<file path="src/rsc_map.svh">
// offsets, field positions, reset values and codes of the run/step selector
// Operation
// - run active: step index from three select bits
// - function codes 5,6,7 make step bits
// - step 0 base, 1-7 stored step frequencies
// - keypad mode: run key starts, stop decelerates
// - keypad mode: direction bit picks forward/reverse
// - remote keypad present masks built-in keypad
// - terminal mode: codes 0/1 forward/reverse run
// - terminal mode: both equal means stop
// - mode 2: forward runs, reverse picks direction
// - mode 3: serial link gives run command
// - bipolar source: negative input inverts direction
// - polarity flip while running: stop, then reverse
// - inhibit selector blocks forward or reverse
// - power-up autostart for terminal modes only
// - fault-clear autostart for terminal modes only
`ifndef RSC_MAP_SVH
`define RSC_MAP_SVH

// register byte offsets
`define RSC_OFF_CTRL 8'h00
`define RSC_OFF_TFUNC_LO 8'h04
`define RSC_OFF_TFUNC_HI 8'h08
`define RSC_OFF_BASE 8'h0C
`define RSC_OFF_COMM 8'h10
`define RSC_OFF_SERIAL 8'h14
`define RSC_OFF_STATUS 8'h18
`define RSC_OFF_STEP1 8'h20
`define RSC_OFF_STEP7 8'h38

// control register fields
`define RSC_CTRL_RUNSRC 1:0
`define RSC_CTRL_FSRC 7:4
`define RSC_CTRL_INHIBIT 9:8
`define RSC_CTRL_KPDIR 12
`define RSC_CTRL_PWRAUTO 16
`define RSC_CTRL_FLTAUTO 17
`define RSC_CTRL_RST 32'h0000_0001

// comm register fields and resets
`define RSC_COMM_PROTO 0
`define RSC_COMM_STATION 15:8
`define RSC_COMM_BAUD 18:16
`define RSC_COMM_RST 32'h0003_0100
`define RSC_STATION_MIN 8'h01
`define RSC_STATION_MAX 8'hFA

// terminal function fields, reset puts terminal n on code n-1
`define RSC_TFUNC_W 5
`define RSC_TFUNC_LO_RST 32'h0302_0100
`define RSC_TFUNC_HI_RST 32'h0706_0504
`define RSC_FN_FWD 5'h00
`define RSC_FN_REV 5'h01
`define RSC_FN_STEP_LO 5'h05
`define RSC_FN_STEP_MID 5'h06
`define RSC_FN_STEP_HI 5'h07

// frequency reset values in 0.01 Hz
`define RSC_STEP_RST {16'h05DC, 16'h07D0, 16'h09C4, 16'h0BB8, 16'h0BB8, 16'h07D0, 16'h03E8}
`define RSC_BASE_RST 16'h0000

// source and inhibit codes
`define RSC_SRC_KEYPAD 2'h0
`define RSC_SRC_TERM 2'h1
`define RSC_SRC_TERMDIR 2'h2
`define RSC_SRC_SERIAL 2'h3
`define RSC_FSRC_KEYPAD 4'h0
`define RSC_FSRC_BIPOLAR 4'h2
`define RSC_INH_FWD 2'h1
`define RSC_INH_REV 2'h2

`endif

</file>
<file path="src/rsc_pkg.sv">
// types shared by the run/step selector
package rsc_pkg;
  typedef enum logic [1:0] {st_idle, st_run, st_reversing} rsc_state_t;
  typedef logic [15:0] rsc_freq_t;
  typedef logic [2:0] rsc_step_t;
endpackage

</file>
<file path="src/rsc_step_mux.sv">
// step index to frequency reference selection
`timescale 1ns/1ps
module rsc_step_mux #(
  parameter int W = 16
) (
  input wire logic [2:0] idx,
  input wire logic [W-1:0] base_freq,
  input wire logic [7*W-1:0] steps,
  output logic [W-1:0] freq
);
  import rsc_pkg::*;

  // index 0 parks the slot at zero so the unused select stays in range
  wire logic [2:0] slot = (idx == 3'h0) ? 3'h0 : idx - 3'h1;

  // index 0 is base reference, others stored steps
  assign freq = (idx == 3'h0) ? base_freq : steps[slot*W +: W];
endmodule

</file>
<file path="src/rsc_term_decode.sv">
// multi-function terminal decode into run and step-select signals
`timescale 1ns/1ps
`include "rsc_map.svh"
module rsc_term_decode #(
  parameter int N = 8
) (
  input wire logic [N-1:0] term_in,
  input wire logic [N*`RSC_TFUNC_W-1:0] funcs,
  output logic fwd,
  output logic rev,
  output rsc_pkg::rsc_step_t step_bits
);
  import rsc_pkg::*;

  function automatic logic is_code(input logic [`RSC_TFUNC_W-1:0] f,
                                   input logic [`RSC_TFUNC_W-1:0] code);
    is_code = (f == code);
  endfunction

  logic [N-1:0] hit_fwd;
  logic [N-1:0] hit_rev;
  logic [N-1:0] hit_lo;
  logic [N-1:0] hit_mid;
  logic [N-1:0] hit_hi;

  // per-terminal function match; several terminals on one code simply OR
  genvar i;
  generate
    for (i = 0; i < N; i++) begin : g_term
      wire logic [`RSC_TFUNC_W-1:0] f = funcs[i*`RSC_TFUNC_W +: `RSC_TFUNC_W];
      assign hit_fwd[i] = term_in[i] & is_code(f, `RSC_FN_FWD);
      assign hit_rev[i] = term_in[i] & is_code(f, `RSC_FN_REV);
      assign hit_lo[i] = term_in[i] & is_code(f, `RSC_FN_STEP_LO);
      assign hit_mid[i] = term_in[i] & is_code(f, `RSC_FN_STEP_MID);
      assign hit_hi[i] = term_in[i] & is_code(f, `RSC_FN_STEP_HI);
    end
  endgenerate

  // high bit c, low bit a
  assign fwd = |hit_fwd;
  assign rev = |hit_rev;
  assign step_bits = {|hit_hi, |hit_mid, |hit_lo};
endmodule

</file>
<file path="src/rsc_top.sv">
// run command, direction and multi-step reference selector with wishbone registers
//
// The Wishbone interface to the registers and the placing of the registers were chosen for this implementation.
`timescale 1ns/1ps
`include "rsc_map.svh"
module rsc_top #(
  parameter logic PWR_AUTOSTART_INIT = 1'b0
) (
  input wire logic clk_sys,
  input wire logic rst_n,
  input wire logic wb_cyc_i,
  input wire logic wb_stb_i,
  input wire logic wb_we_i,
  input wire logic [7:0] wb_adr_i,
  input wire logic [3:0] wb_sel_i,
  input wire logic [31:0] wb_dat_i,
  output logic [31:0] wb_dat_o,
  output logic wb_ack_o,
  input wire logic [7:0] term_in,
  input wire logic run_key,
  input wire logic stop_reset_key,
  input wire logic remote_keypad_present,
  input wire logic remote_run_key,
  input wire logic remote_stop_key,
  input wire logic signed [11:0] bipolar_voltage_input,
  input wire logic [15:0] analog_freq_ref,
  input wire logic fault_active,
  input wire logic fault_clear,
  input wire logic motor_stopped,
  output logic run_cmd,
  output logic dir_reverse,
  output rsc_pkg::rsc_step_t step_index,
  output rsc_pkg::rsc_freq_t freq_target
);
  import rsc_pkg::*;

  // byte-lane merge used by every writable register except the serial command
  function automatic logic [31:0] merge(input logic [31:0] old, input logic [31:0] val,
                                        input logic [3:0] sel);
    merge = old;
    for (int b = 0; b < 4; b++) begin
      if (sel[b]) begin
        merge[b*8 +: 8] = val[b*8 +: 8];
      end
    end
  endfunction

  logic [31:0] ctrl;
  logic [31:0] tfunc_lo;
  logic [31:0] tfunc_hi;
  rsc_freq_t base_freq;
  logic [31:0] comm;
  logic [1:0] serial_cmd;
  logic [7*16-1:0] step_freq;
  rsc_state_t state;
  logic keypad_run;
  logic term_wait;
  logic first_cycle;

  // bus decode; write lands on the edge the master sees ack
  wire logic req = wb_cyc_i & wb_stb_i;
  wire logic wr = req & wb_we_i & wb_ack_o;
  wire logic [7:0] adr = {wb_adr_i[7:2], 2'b00};
  wire logic hit_step = (adr >= `RSC_OFF_STEP1) && (adr <= `RSC_OFF_STEP7);
  wire logic [2:0] step_slot = 3'(adr[4:2]);
  wire logic [31:0] comm_new = merge(comm, wb_dat_i, wb_sel_i);
  wire logic station_ok = (comm_new[`RSC_COMM_STATION] >= `RSC_STATION_MIN)
                        && (comm_new[`RSC_COMM_STATION] <= `RSC_STATION_MAX);

  // configuration fields
  wire logic [1:0] run_source_sel = ctrl[`RSC_CTRL_RUNSRC];
  wire logic [3:0] freq_source_sel = ctrl[`RSC_CTRL_FSRC];
  wire logic [1:0] direction_inhibit_sel = ctrl[`RSC_CTRL_INHIBIT];
  wire logic keypad_direction_sel = ctrl[`RSC_CTRL_KPDIR];
  wire logic power_up_autostart = ctrl[`RSC_CTRL_PWRAUTO];
  wire logic fault_clear_autostart = ctrl[`RSC_CTRL_FLTAUTO];

  // terminal decode
  logic fwd_t;
  logic rev_t;
  rsc_step_t step_bits;
  rsc_term_decode #(.N(8)) u_dec (
    .term_in(term_in),
    .funcs({tfunc_hi[28:24], tfunc_hi[20:16], tfunc_hi[12:8], tfunc_hi[4:0],
            tfunc_lo[28:24], tfunc_lo[20:16], tfunc_lo[12:8], tfunc_lo[4:0]}),
    .fwd(fwd_t),
    .rev(rev_t),
    .step_bits(step_bits)
  );

  // remote keypad masks the built-in keys
  wire logic kp_run = remote_keypad_present ? remote_run_key : run_key;
  wire logic kp_stop = remote_keypad_present ? remote_stop_key : stop_reset_key;

  // source selection of raw run request and direction
  wire logic mode_kp = run_source_sel == `RSC_SRC_KEYPAD;
  wire logic mode_t1 = run_source_sel == `RSC_SRC_TERM;
  wire logic mode_t2 = run_source_sel == `RSC_SRC_TERMDIR;
  wire logic mode_ser = run_source_sel == `RSC_SRC_SERIAL;
  wire logic term_mode = mode_t1 | mode_t2;
  // equal terminals mean stop; forward runs in mode 2
  wire logic term_req = mode_t1 ? (fwd_t ^ rev_t) : fwd_t;
  // serial link drives forward and reverse bits; equal bits mean stop
  wire logic ser_req = serial_cmd[0] ^ serial_cmd[1];
  wire logic raw_req = mode_kp ? keypad_run : (term_mode ? term_req : ser_req);
  // keypad direction; reverse terminal picks direction
  wire logic raw_rev = mode_kp ? keypad_direction_sel :
                       (term_mode ? rev_t : serial_cmd[1]);
  // negative bipolar input inverts the commanded direction
  wire logic bip_neg = (freq_source_sel == `RSC_FSRC_BIPOLAR) & bipolar_voltage_input[11];
  wire logic want_rev = raw_rev ^ bip_neg;
  wire logic blocked = ((direction_inhibit_sel == `RSC_INH_FWD) & ~want_rev)
                     | ((direction_inhibit_sel == `RSC_INH_REV) & want_rev);
  // a held terminal waits unless autostart applies; the clear
  // cycle itself is held too, since term_wait only arms one edge later
  wire logic term_hold = term_wait | (fault_clear & ~fault_clear_autostart);
  wire logic go = raw_req & ~(term_mode & term_hold) & ~fault_active & ~blocked;

  // step bits only count while a run command is active
  wire rsc_step_t next_step = go ? step_bits : 3'h0;
  wire rsc_freq_t base_sel = (freq_source_sel == `RSC_FSRC_KEYPAD) ? base_freq
                                                                   : analog_freq_ref;
  rsc_freq_t next_freq;
  rsc_step_mux #(.W(16)) u_mux (
    .idx(next_step),
    .base_freq(base_sel),
    .steps(step_freq),
    .freq(next_freq)
  );

  // run state machine; reversal passes through a full stop
  rsc_state_t next_state;
  logic next_dir;
  always_comb begin
    next_state = state;
    next_dir = dir_reverse;
    case (state)
      st_idle: begin
        if (go) begin
          next_state = st_run;
          next_dir = want_rev;
        end
      end
      st_run: begin
        // losing the command decelerates to stop
        if (!go) begin
          next_state = st_idle;
        end else if (want_rev != dir_reverse) begin
          next_state = st_reversing;
        end
      end
      st_reversing: begin
        if (!go) begin
          next_state = st_idle;
        end else if (motor_stopped) begin
          next_state = st_run;
          next_dir = want_rev;
        end
      end
      default: next_state = st_idle;
    endcase
  end

  // read mux; unmapped offsets read zero
  wire logic [31:0] status = {freq_target, 6'h00, 2'(state), 1'b0, step_index,
                              2'b00, dir_reverse, run_cmd};
  wire logic [31:0] rd_data =
    (adr == `RSC_OFF_CTRL) ? ctrl :
    (adr == `RSC_OFF_TFUNC_LO) ? tfunc_lo :
    (adr == `RSC_OFF_TFUNC_HI) ? tfunc_hi :
    (adr == `RSC_OFF_BASE) ? {16'h0000, base_freq} :
    (adr == `RSC_OFF_COMM) ? comm :
    (adr == `RSC_OFF_SERIAL) ? {30'h0, serial_cmd} :
    (adr == `RSC_OFF_STATUS) ? status :
    hit_step ? {16'h0000, step_freq[step_slot*16 +: 16]} : 32'h0000_0000;

  // wishbone handshake: ack one cycle after strobe, dropped the next
  always_ff @(posedge clk_sys or negedge rst_n) begin
    if (!rst_n) begin
      wb_ack_o <= 1'b0;
      wb_dat_o <= 32'h0000_0000;
    end else begin
      wb_ack_o <= req & ~wb_ack_o;
      wb_dat_o <= rd_data;
    end
  end

  // configuration registers
  always_ff @(posedge clk_sys or negedge rst_n) begin
    if (!rst_n) begin
      ctrl <= `RSC_CTRL_RST | {15'h0, PWR_AUTOSTART_INIT, 16'h0};
      tfunc_lo <= `RSC_TFUNC_LO_RST;
      tfunc_hi <= `RSC_TFUNC_HI_RST;
      base_freq <= `RSC_BASE_RST;
      comm <= `RSC_COMM_RST;
      serial_cmd <= 2'b00;
      step_freq <= `RSC_STEP_RST;
    end else if (wr) begin
      if (adr == `RSC_OFF_CTRL) begin
        ctrl <= merge(ctrl, wb_dat_i, wb_sel_i) & 32'h0003_13F3;
      end
      if (adr == `RSC_OFF_TFUNC_LO) begin
        tfunc_lo <= merge(tfunc_lo, wb_dat_i, wb_sel_i) & 32'h1F1F_1F1F;
      end
      if (adr == `RSC_OFF_TFUNC_HI) begin
        tfunc_hi <= merge(tfunc_hi, wb_dat_i, wb_sel_i) & 32'h1F1F_1F1F;
      end
      if (adr == `RSC_OFF_BASE) begin
        base_freq <= 16'(merge({16'h0, base_freq}, wb_dat_i, wb_sel_i));
      end
      // station number outside 1..250 is refused
      if (adr == `RSC_OFF_COMM && station_ok) begin
        comm <= comm_new & 32'h0007_FF01;
      end
      if (adr == `RSC_OFF_SERIAL && wb_sel_i[0]) begin
        serial_cmd <= wb_dat_i[1:0];
      end
      if (hit_step) begin
        step_freq[step_slot*16 +: 16] <=
          16'(merge({16'h0, step_freq[step_slot*16 +: 16]}, wb_dat_i, wb_sel_i));
      end
    end
  end

  // keypad run latch; stop key wins for safety
  wire logic next_kp_run = (mode_kp & ~kp_stop & ~fault_active) & (kp_run | keypad_run);

  // terminal hold-off; a clear event beats the release path
  wire logic next_term_wait =
    fault_clear ? ~fault_clear_autostart :
    first_cycle ? ~power_up_autostart :
    term_wait & term_req;

  // run outputs and hold-off state
  always_ff @(posedge clk_sys or negedge rst_n) begin
    if (!rst_n) begin
      state <= st_idle;
      run_cmd <= 1'b0;
      dir_reverse <= 1'b0;
      step_index <= 3'h0;
      freq_target <= 16'h0000;
      keypad_run <= 1'b0;
      term_wait <= 1'b1;
      first_cycle <= 1'b1;
    end else begin
      state <= next_state;
      run_cmd <= next_state == st_run;
      dir_reverse <= next_dir;
      // target is registered on the same edge as the step index
      step_index <= next_step;
      freq_target <= next_freq;
      keypad_run <= next_kp_run;
      term_wait <= next_term_wait;
      first_cycle <= 1'b0;
    end
  end
endmodule

</file>
<file path="config.mk">
export PLATFORM = sky130hd
export DESIGN_NAME = rsc_top
export DESIGN_NICKNAME = d
export VERILOG_FILES = /design/src/rsc_pkg.sv /design/src/rsc_step_mux.sv /design/src/rsc_term_decode.sv /design/src/rsc_top.sv
export VERILOG_INCLUDE_DIRS = /design/src
export SDC_FILE = /design/constraint.sdc
export NUM_CORES = 1
export LEC_CHECK = 0
export BUFFER_PORTS_ARGS = -buffer_cell sky130_fd_sc_hd__buf_4
export CAP_MARGIN = 20
export CORE_ASPECT_RATIO = 1.25
export CORE_MARGIN = 2
export CORE_UTILIZATION = 55
export DETAILED_ROUTE_END_ITERATION = 12
export PLACE_DENSITY_LB_ADDON = 0.1
export SYNTH_ARGS = -nofsm -noshare
export SYNTH_HDL_FRONTEND = slang
export SYNTH_HIERARCHICAL = 1
export SYNTH_SLANG_ARGS = --single-unit
</file>
<file path="constraint.sdc">
create_clock -name clk_sys -period 7.7 [get_ports clk_sys]
set_input_delay 1.155 -clock clk_sys [delete_from_list [all_inputs] [get_ports clk_sys]]
set_output_delay 1.155 -clock clk_sys [all_outputs]
set_load 0.02 [all_outputs]
</file>
# ---- Word level (Yosys, flattened, before mapping)
# Index checks and enable logic that the tools add are counted.
dict set report op_classes {
  bitwise_logic 71
  n_mux 39
  eq_ne 50
  addsub 2
  order_cmp 4
  shift 4
  reduce_logical 42
}
# op n
set ops {}
lappend ops {{32-bit 2-to-1 mux} 7}
lappend ops {{112-bit by 8-bit indexed part select with 16-bit output} 2}
lappend ops {{5-bit by 3-bit equality test with 1-bit output (second input constant)} 24}
lappend ops {{112-bit bitwise mux} 1}
lappend ops {{16-bit by 34-bit variable shift with 112-bit output (first input constant)} 1}
lappend ops {{16-bit by 34-bit indexed part select with 112-bit output} 1}
lappend ops {{1-bit AND} 56}
lappend ops {{8-bit 2-to-1 mux} 7}
lappend ops {{16-bit 2-to-1 mux} 3}
lappend ops {{3-bit AND reduction} 15}
lappend ops {{5-bit by 1-bit equality test with 1-bit output (second input constant)} 8}
lappend ops {{5-bit zero test} 8}
lappend ops {{8-bit OR reduction} 5}
lappend ops {{7-bit negator with 34-bit output} 1}
lappend ops {{6-bit by 3-bit equality test with 1-bit output (second input constant)} 3}
lappend ops {{6-bit by 2-bit equality test with 1-bit output (second input constant)} 2}
lappend ops {{1-bit 2-to-1 mux} 12}
lappend ops {{2-bit 2-to-1 mux} 5}
lappend ops {{2-bit by 1-bit equality test with 1-bit output (second input constant)} 4}
lappend ops {{8-bit by 1-bit >= comparator with 1-bit output (second input constant)} 1}
lappend ops {{8-bit by 6-bit >= comparator with 1-bit output (second input constant)} 1}
lappend ops {{8-bit by 6-bit less-or-equal comparator with 1-bit output (second input constant)} 1}
lappend ops {{8-bit less-or-equal comparator (second input constant)} 1}
lappend ops {{8-bit zero test} 1}
lappend ops {{other kinds (19)} 42}
dict set report word_totals {
  register_bits 252
  inputBits 93
  elab_cells 240
  output_inout_bits 54
}

# ---- Depth between registers and ports, before layout
dict set report logic_depth {
  ltp_word 16
  ltp_mapped 19
  mapped_depth_nobuf 15
}

# ---- By module
# The synthesis kept the hierarchy.
# module seq_area_each_um2 n_inst cells_each area_each_um2
set modules_own_cells {}
lappend modules_own_cells {rsc_top 6383.6 1 1026 11627.4}
lappend modules_own_cells {rsc_step_mux 0.0 1 126 1231.2}
lappend modules_own_cells {rsc_term_decode 0.0 1 74 505.5}

# ---- Worst setup path after synthesis
# OpenSTA, ideal clock, no wires.
dict set report synth_timing {
  path_type {in2reg}
  startpoint {in term_in[1]}
  endpoint {reg freq_target[14]}
  stages 17
  arrival_ns 4.599
  setup_slack_ns 3.014
  setup_time_ns 0.087
  n_path_buf 4
  required_ns 7.613
  path_cell_list {or4b_1 > o32ai_2 > nor2_1 > nand3_1 > mux2i_1 > o21ai_2 > xnor2_1 > mux2i_1 > nor2_1 > buf_4 > buf_4 > or2_2 > ha_1 > buf_2 > buf_2 > o32a_1 > a211oi_2}
}
dict set report synth_between {
  elab_chain_len 15
  word_cells_on_any_way 31
  cone_classes {add/sub: 1; shift: 1; mux: 8; bitwise: 15; reduce/logical: 6}
}
# element line_no
set synth_rtl {}
lappend synth_rtl {{start, declared} rsc_top.sv:19} ;# input wire logic [7:0] term_in,
lappend synth_rtl {{1-bit AND *} rsc_term_decode.sv:32} ;# assign hit_rev[i] = term_in[i] & is_code(f, `RSC_FN_REV);
lappend synth_rtl {{8-bit OR reduction *} rsc_term_decode.sv:41} ;# assign rev = |hit_rev;
lappend synth_rtl {{via rev_t} rsc_top.sv:80} ;# logic rev_t;
lappend synth_rtl {{1-bit 2-to-1 mux} rsc_top.sv:108} ;# (term_mode ? rev_t : serial_cmd[1]);
lappend synth_rtl {{1-bit 2-to-1 mux} rsc_top.sv:107} ;# wire logic raw_rev = mode_kp ? keypad_direction_sel :
lappend synth_rtl {{1-bit bitwise XOR} rsc_top.sv:111} ;# wire logic want_rev = raw_rev ^ bip_neg;
lappend synth_rtl {{1-bit inverter} rsc_top.sv:112} ;# wire logic blocked = ((direction_inhibit_sel == `RSC_INH_FWD) & ~want_rev)
lappend synth_rtl {{1-bit AND} rsc_top.sv:112}
lappend synth_rtl {{(+2 left out)} --}
lappend synth_rtl {{1-bit AND *} rsc_top.sv:117} ;# wire logic go = raw_req & ~(term_mode & term_hold) & ~fault_active & ~blocked;
lappend synth_rtl {{3-bit 2-to-1 mux *} rsc_top.sv:120} ;# wire rsc_step_t next_step = go ? step_bits : 3'h0;
lappend synth_rtl {{via next_step[1]} rsc_top.sv:120}
lappend synth_rtl {{3-bit by 1-bit subtractor with 3-bit output / 3-bit zero test (equally long branches)} {rsc_step_mux.sv:14, rsc_step_mux.sv:17}}
lappend synth_rtl {{3-bit 2-to-1 mux} rsc_step_mux.sv:14} ;# wire logic [2:0] slot = (idx == 3'h0) ? 3'h0 : idx - 3'h1;
lappend synth_rtl {{112-bit by 8-bit indexed part select with 16-bit output} rsc_step_mux.sv:17} ;# assign freq = (idx == 3'h0) ? base_freq : steps[slot*W +: W];
lappend synth_rtl {{16-bit 2-to-1 mux *} rsc_step_mux.sv:17}
lappend synth_rtl {{via next_freq[14]} rsc_top.sv:123} ;# rsc_freq_t next_freq;
lappend synth_rtl {{end signal, assigned} rsc_top.sv:251} ;# freq_target <= next_freq;
lappend synth_rtl {{end, declared} rsc_top.sv:33} ;# output rsc_pkg::rsc_freq_t freq_target
# The timed path passes the listed nets; every way through them passes the cells marked *.
# A chain may end at the register's enable or synchronous reset.

# ---- Final worst setup path
dict set report layout_timing {
  startpoint {in term_in[1]}
  endpoint {reg freq_target[0]}
}
# Same word-level chain as after synthesis.

==> impl_metrics.json <==
{
  "status": "completed",
  "area_growth_pct": 16.1,
  "clkLatencyLatePin_ns": 0.56,
  "overflow": 0,
  "drive_above_1_share_pct": 31.5,
  "min-delay-path-class": "reg2reg",
  "p_int_uw": 2370,
  "synth_top_family_by_area": "compound AO/OA/AOI/OAI gates",
  "wl_per_cell_um": 25.0,
  "fin_crit_sh_pct": 68.4,
  "avgSynthCellArea_sq_um": 10.9,
  "num_antenna_cells": 0,
  "dr.pass1.iters": 5,
  "synth_compound_area_share_pct": 17.5,
  "cp-end-kind": "register",
  "crit_top_cell": "buf_4",
  "cts_tree": "built",
  "synth_area_leaders": "dfrtp_1 (36%), dfstp_2 (12%), mux2_2 (9.4%)",
  "yosys.area_share.simple_pct": 14.1,
  "grt_pass1_vias": 10600,
  "vias": 10800,
  "detail-route-antenna-nets": 0,
  "dieArea_sq_um": 25600,
  "grt_max_degree": 130,
  "cts_buffers": 27,
  "peakVddDrop_v": 0.000176,
  "fin_skew_ns": 0.0183,
  "num-fill-cells": 1964,
  "start_util_pct": 56.1,
  "synth_edf_count": 0,
  "routed_wirelength_um": 41700,
  "syn_inst": 1226,
  "synth_most_common_cell": "dfrtp_1",
  "path_clk_slew_ns": 0.06,
  "fp.dieW_um": 143,
  "report.final.slew_viol_count": 0,
  "worst_pin_slew_ns": 1.15,
  "rsz0062_at_grt": "false",
  "remaining_drc_errors": 0,
  "p_clk_share_pct": 49.3,
  "finalHoldViolCount": 0,
  "path_cells": "buf_4, or4b_1, o32ai_2, nor2_1, nand3_1, mux2i_1, o21ai_2, xnor2_1, mux2i_1, nor2_2, buf_4, or2_2, ha_1, buf_4, clkinv_1, a211oi_4, buf_8, a221oi_1, o31ai_1",
  "cts_root_buf": "clkbuf_16",
  "synth_xor_area_share_pct": 0.431,
  "combPwrFrac_pct": 6.9,
  "place_hpwl_um": 28300,
  "multi_input_area_sq_um": 6530,
  "syn-num-nets": 1328,
  "yosysWarnings": 6,
  "ctsResizeCount": 0,
  "netlist_area_sq_um": 13400,
  "ys_seq_area_share_pct": 47.8,
  "fmax_mhz": 190,
  "ys_ff_latch": 252,
  "post_cts_buffers": 0,
  "yosys-top-cells-count": "dfrtp_1 (190), nand2_1 (140), mux2_2 (112)",
  "critPathLaunchType": "primary input",
  "final_nets": 1423,
  "max_cap_violations": 0,
  "power_leakage_uw": 0.00688,
  "antenna_found_initial": 0,
  "critPathRequiredTime_ns": 8.14,
  "synth.area.mux_share_pct": 15.9,
  "slowest_delay_ns": 0.54,
  "setup_viol": 0,
  "portBuffers": 127,
  "rows": 63,
  "htree_num_levels": 1,
  "power_frac_seq_pct": 43.8,
  "regArea_sq_um": 6380,
  "dp_worst_setup_slack_ns": 1.58,
  "cp_max_fo": 22,
  "ys.flop_type": "dfrtp_1",
  "synth-async-reset-ratio_pct": 100,
  "num_io_pins": 147,
  "place.gp.congestion": 0.944,
  "synth_largest_area_cell": "dfrtp_1",
  "worst_slack_ns": 2.44,
  "synth_adder_area_share_pct": 0.843,
  "p_per_area_nw_per_um2": 199,
  "synth_top_area_share_pct": 35.6,
  "tns_ns": 0,
  "drtIter0Drc": 942,
  "finalPower_uw": 3080,
  "clock_sinks": 252,
  "critPathSlowestCell": "or4b_1",
  "path_class": "in2reg",
  "via_per_inst": 6.47,
  "min_period_ns": 5.26,
  "grt_use_total_pct": 32.8,
  "p_switching_uw": 709,
  "ys_types": 86,
  "cp_data_arrival_time_ns": 5.70,
  "cts_buffer_depth": 3,
  "relSlewSlack_pct": 23.0,
  "grt_pass1_wl_um": 63200,
  "core-area_sq_um": 23800,
  "die_h_um": 178,
  "ctsHoldBuffers": 0,
  "netSwitchingFraction_pct": 23.0
}
## registers in the layout, summed over array words and instances (netlist names)
name         cells
step_freq      112
wb_dat_o        32
tfunc_hi        20
tfunc_lo        20
base_freq       16
freq_target     16
comm            12
ctrl            11
step_index       3
serial_cmd       2
state            2
dir_reverse      1
first_cycle      1
keypad_run       1
run_cmd          1
term_wait        1
wb_ack_o         1
## kinds of logic after synthesis
family          Yosys count
simple gates            365
mux                     179
buf+inv                  95
xor+xnor                  5
compound gates          320
fa+ha+maj                 9
flops                   252
other cells               1
## per-layer routing
metal  global-route usage (%)  up-vias  share of wire (%)
met3                     4.40      128                6.9
met5                        0        -                  0
met4                     14.7        0                4.5
met1                     42.3     5369                 40
met2                     55.1      520                 49
li1                         -     4761                  -
## per-stage QoR
step / hold slack [ns] / instance area (sq um) / util (%) / instances
4_1_cts: 0.474 / 15500 / 65.1 / 1665
5_1_grt: 0.493 / 15500 / 65.2 / 1667
3_5_place_dp: 0.467 / 14400 / 60.7 / 1615
6_report: 0.477 / 15500 / 65.2 / 1667
2_1_floorplan: 0.451 / 13400 / - / 1226
3_3_place_gp: 0.449 / 14400 / 60.7 / 1615
## cells in the final DEF, fill, tap and decap left out, drive strengths merged, types with 6 or more instances in the layout
master / n
o211ai: 6
nand2: 141
nand4: 8
nand3: 23
and3: 8
o2bb2ai: 32
o21a: 14
a21oi: 33
a221oi: 27
dfrtp: 190
a211oi: 9
mux4: 15
nor4: 6
clkbuf: 33
o21ai: 103
ha: 9
nor4b: 6
o31ai: 15
or4b: 7
mux2: 112
clkinv: 7
mux2i: 52
buf: 142
a22oi: 25
a31oi: 8
o22ai: 10
and2: 15
bufinv: 8
nor3: 21
nor2: 74
a32oi: 7
dfstp: 62
nand3b: 16
inv: 19
nor2b: 13
## power groups by stage
| stage | combinational (uW) | sequential, uW | clock [uW] |
|---|---|---|---|
| after detailed placement | 210 | 1370 | 0 |
| after CTS | 210 | 1350 | 1530 |
| after floorplan | 92.4 | 1380 | 0 |
| after global routing | 229 | 1350 | 1590 |
| final | 212 | 1350 | 1520 |
| after global placement | 207 | 1370 | 0 |
## worst max-delay path: cells and delay by family
family	cells	cell delay (ns)
and+or+nand+nor	5	1.15
xor gates and xnor gates	1	0.21
buffers and inverters	5	1.27
muxes	2	0.35
adders and majority gates	1	0.15
AOI/OAI and AO/OA	5	1.39
## path summary, 6_finish.rpt
kind / start / end / slack, ns / cells past startpoint
worst max-delay path: term_in[1] / freq_target[0]$_DFF_PN0_ / 2.44 / 19
worst min-delay path: wb_ack_o$_DFF_PN0_ / wb_ack_o$_DFF_PN0_ / 0.48 / 1
worst max register to register: tfunc_lo[10]$_DFFE_PN0P_ / freq_target[0]$_DFF_PN0_ / 2.62 / 18
worst min register to register: wb_ack_o$_DFF_PN0_ / wb_ack_o$_DFF_PN0_ / 0.48 / 1
max in group asynchronous: rst_n / freq_target[4]$_DFF_PN0_ / 5.54 / 2
min in group asynchronous: rst_n / tfunc_hi[11]$_DFFE_PN0P_ / 0.73 / 1
## cell type report
class	instances	share of cell area [%]
Tap cell	325	2.62
Clock buffer	33	4.82
Inverter	19	0.460
Multi-Input combinational cell	879	42.1
Sequential cell	252	41.1
Timing Repair Buffer	142	6.99
Clock inverter	17	1.90
Note: power is estimated with default switching activity, not from simulation.
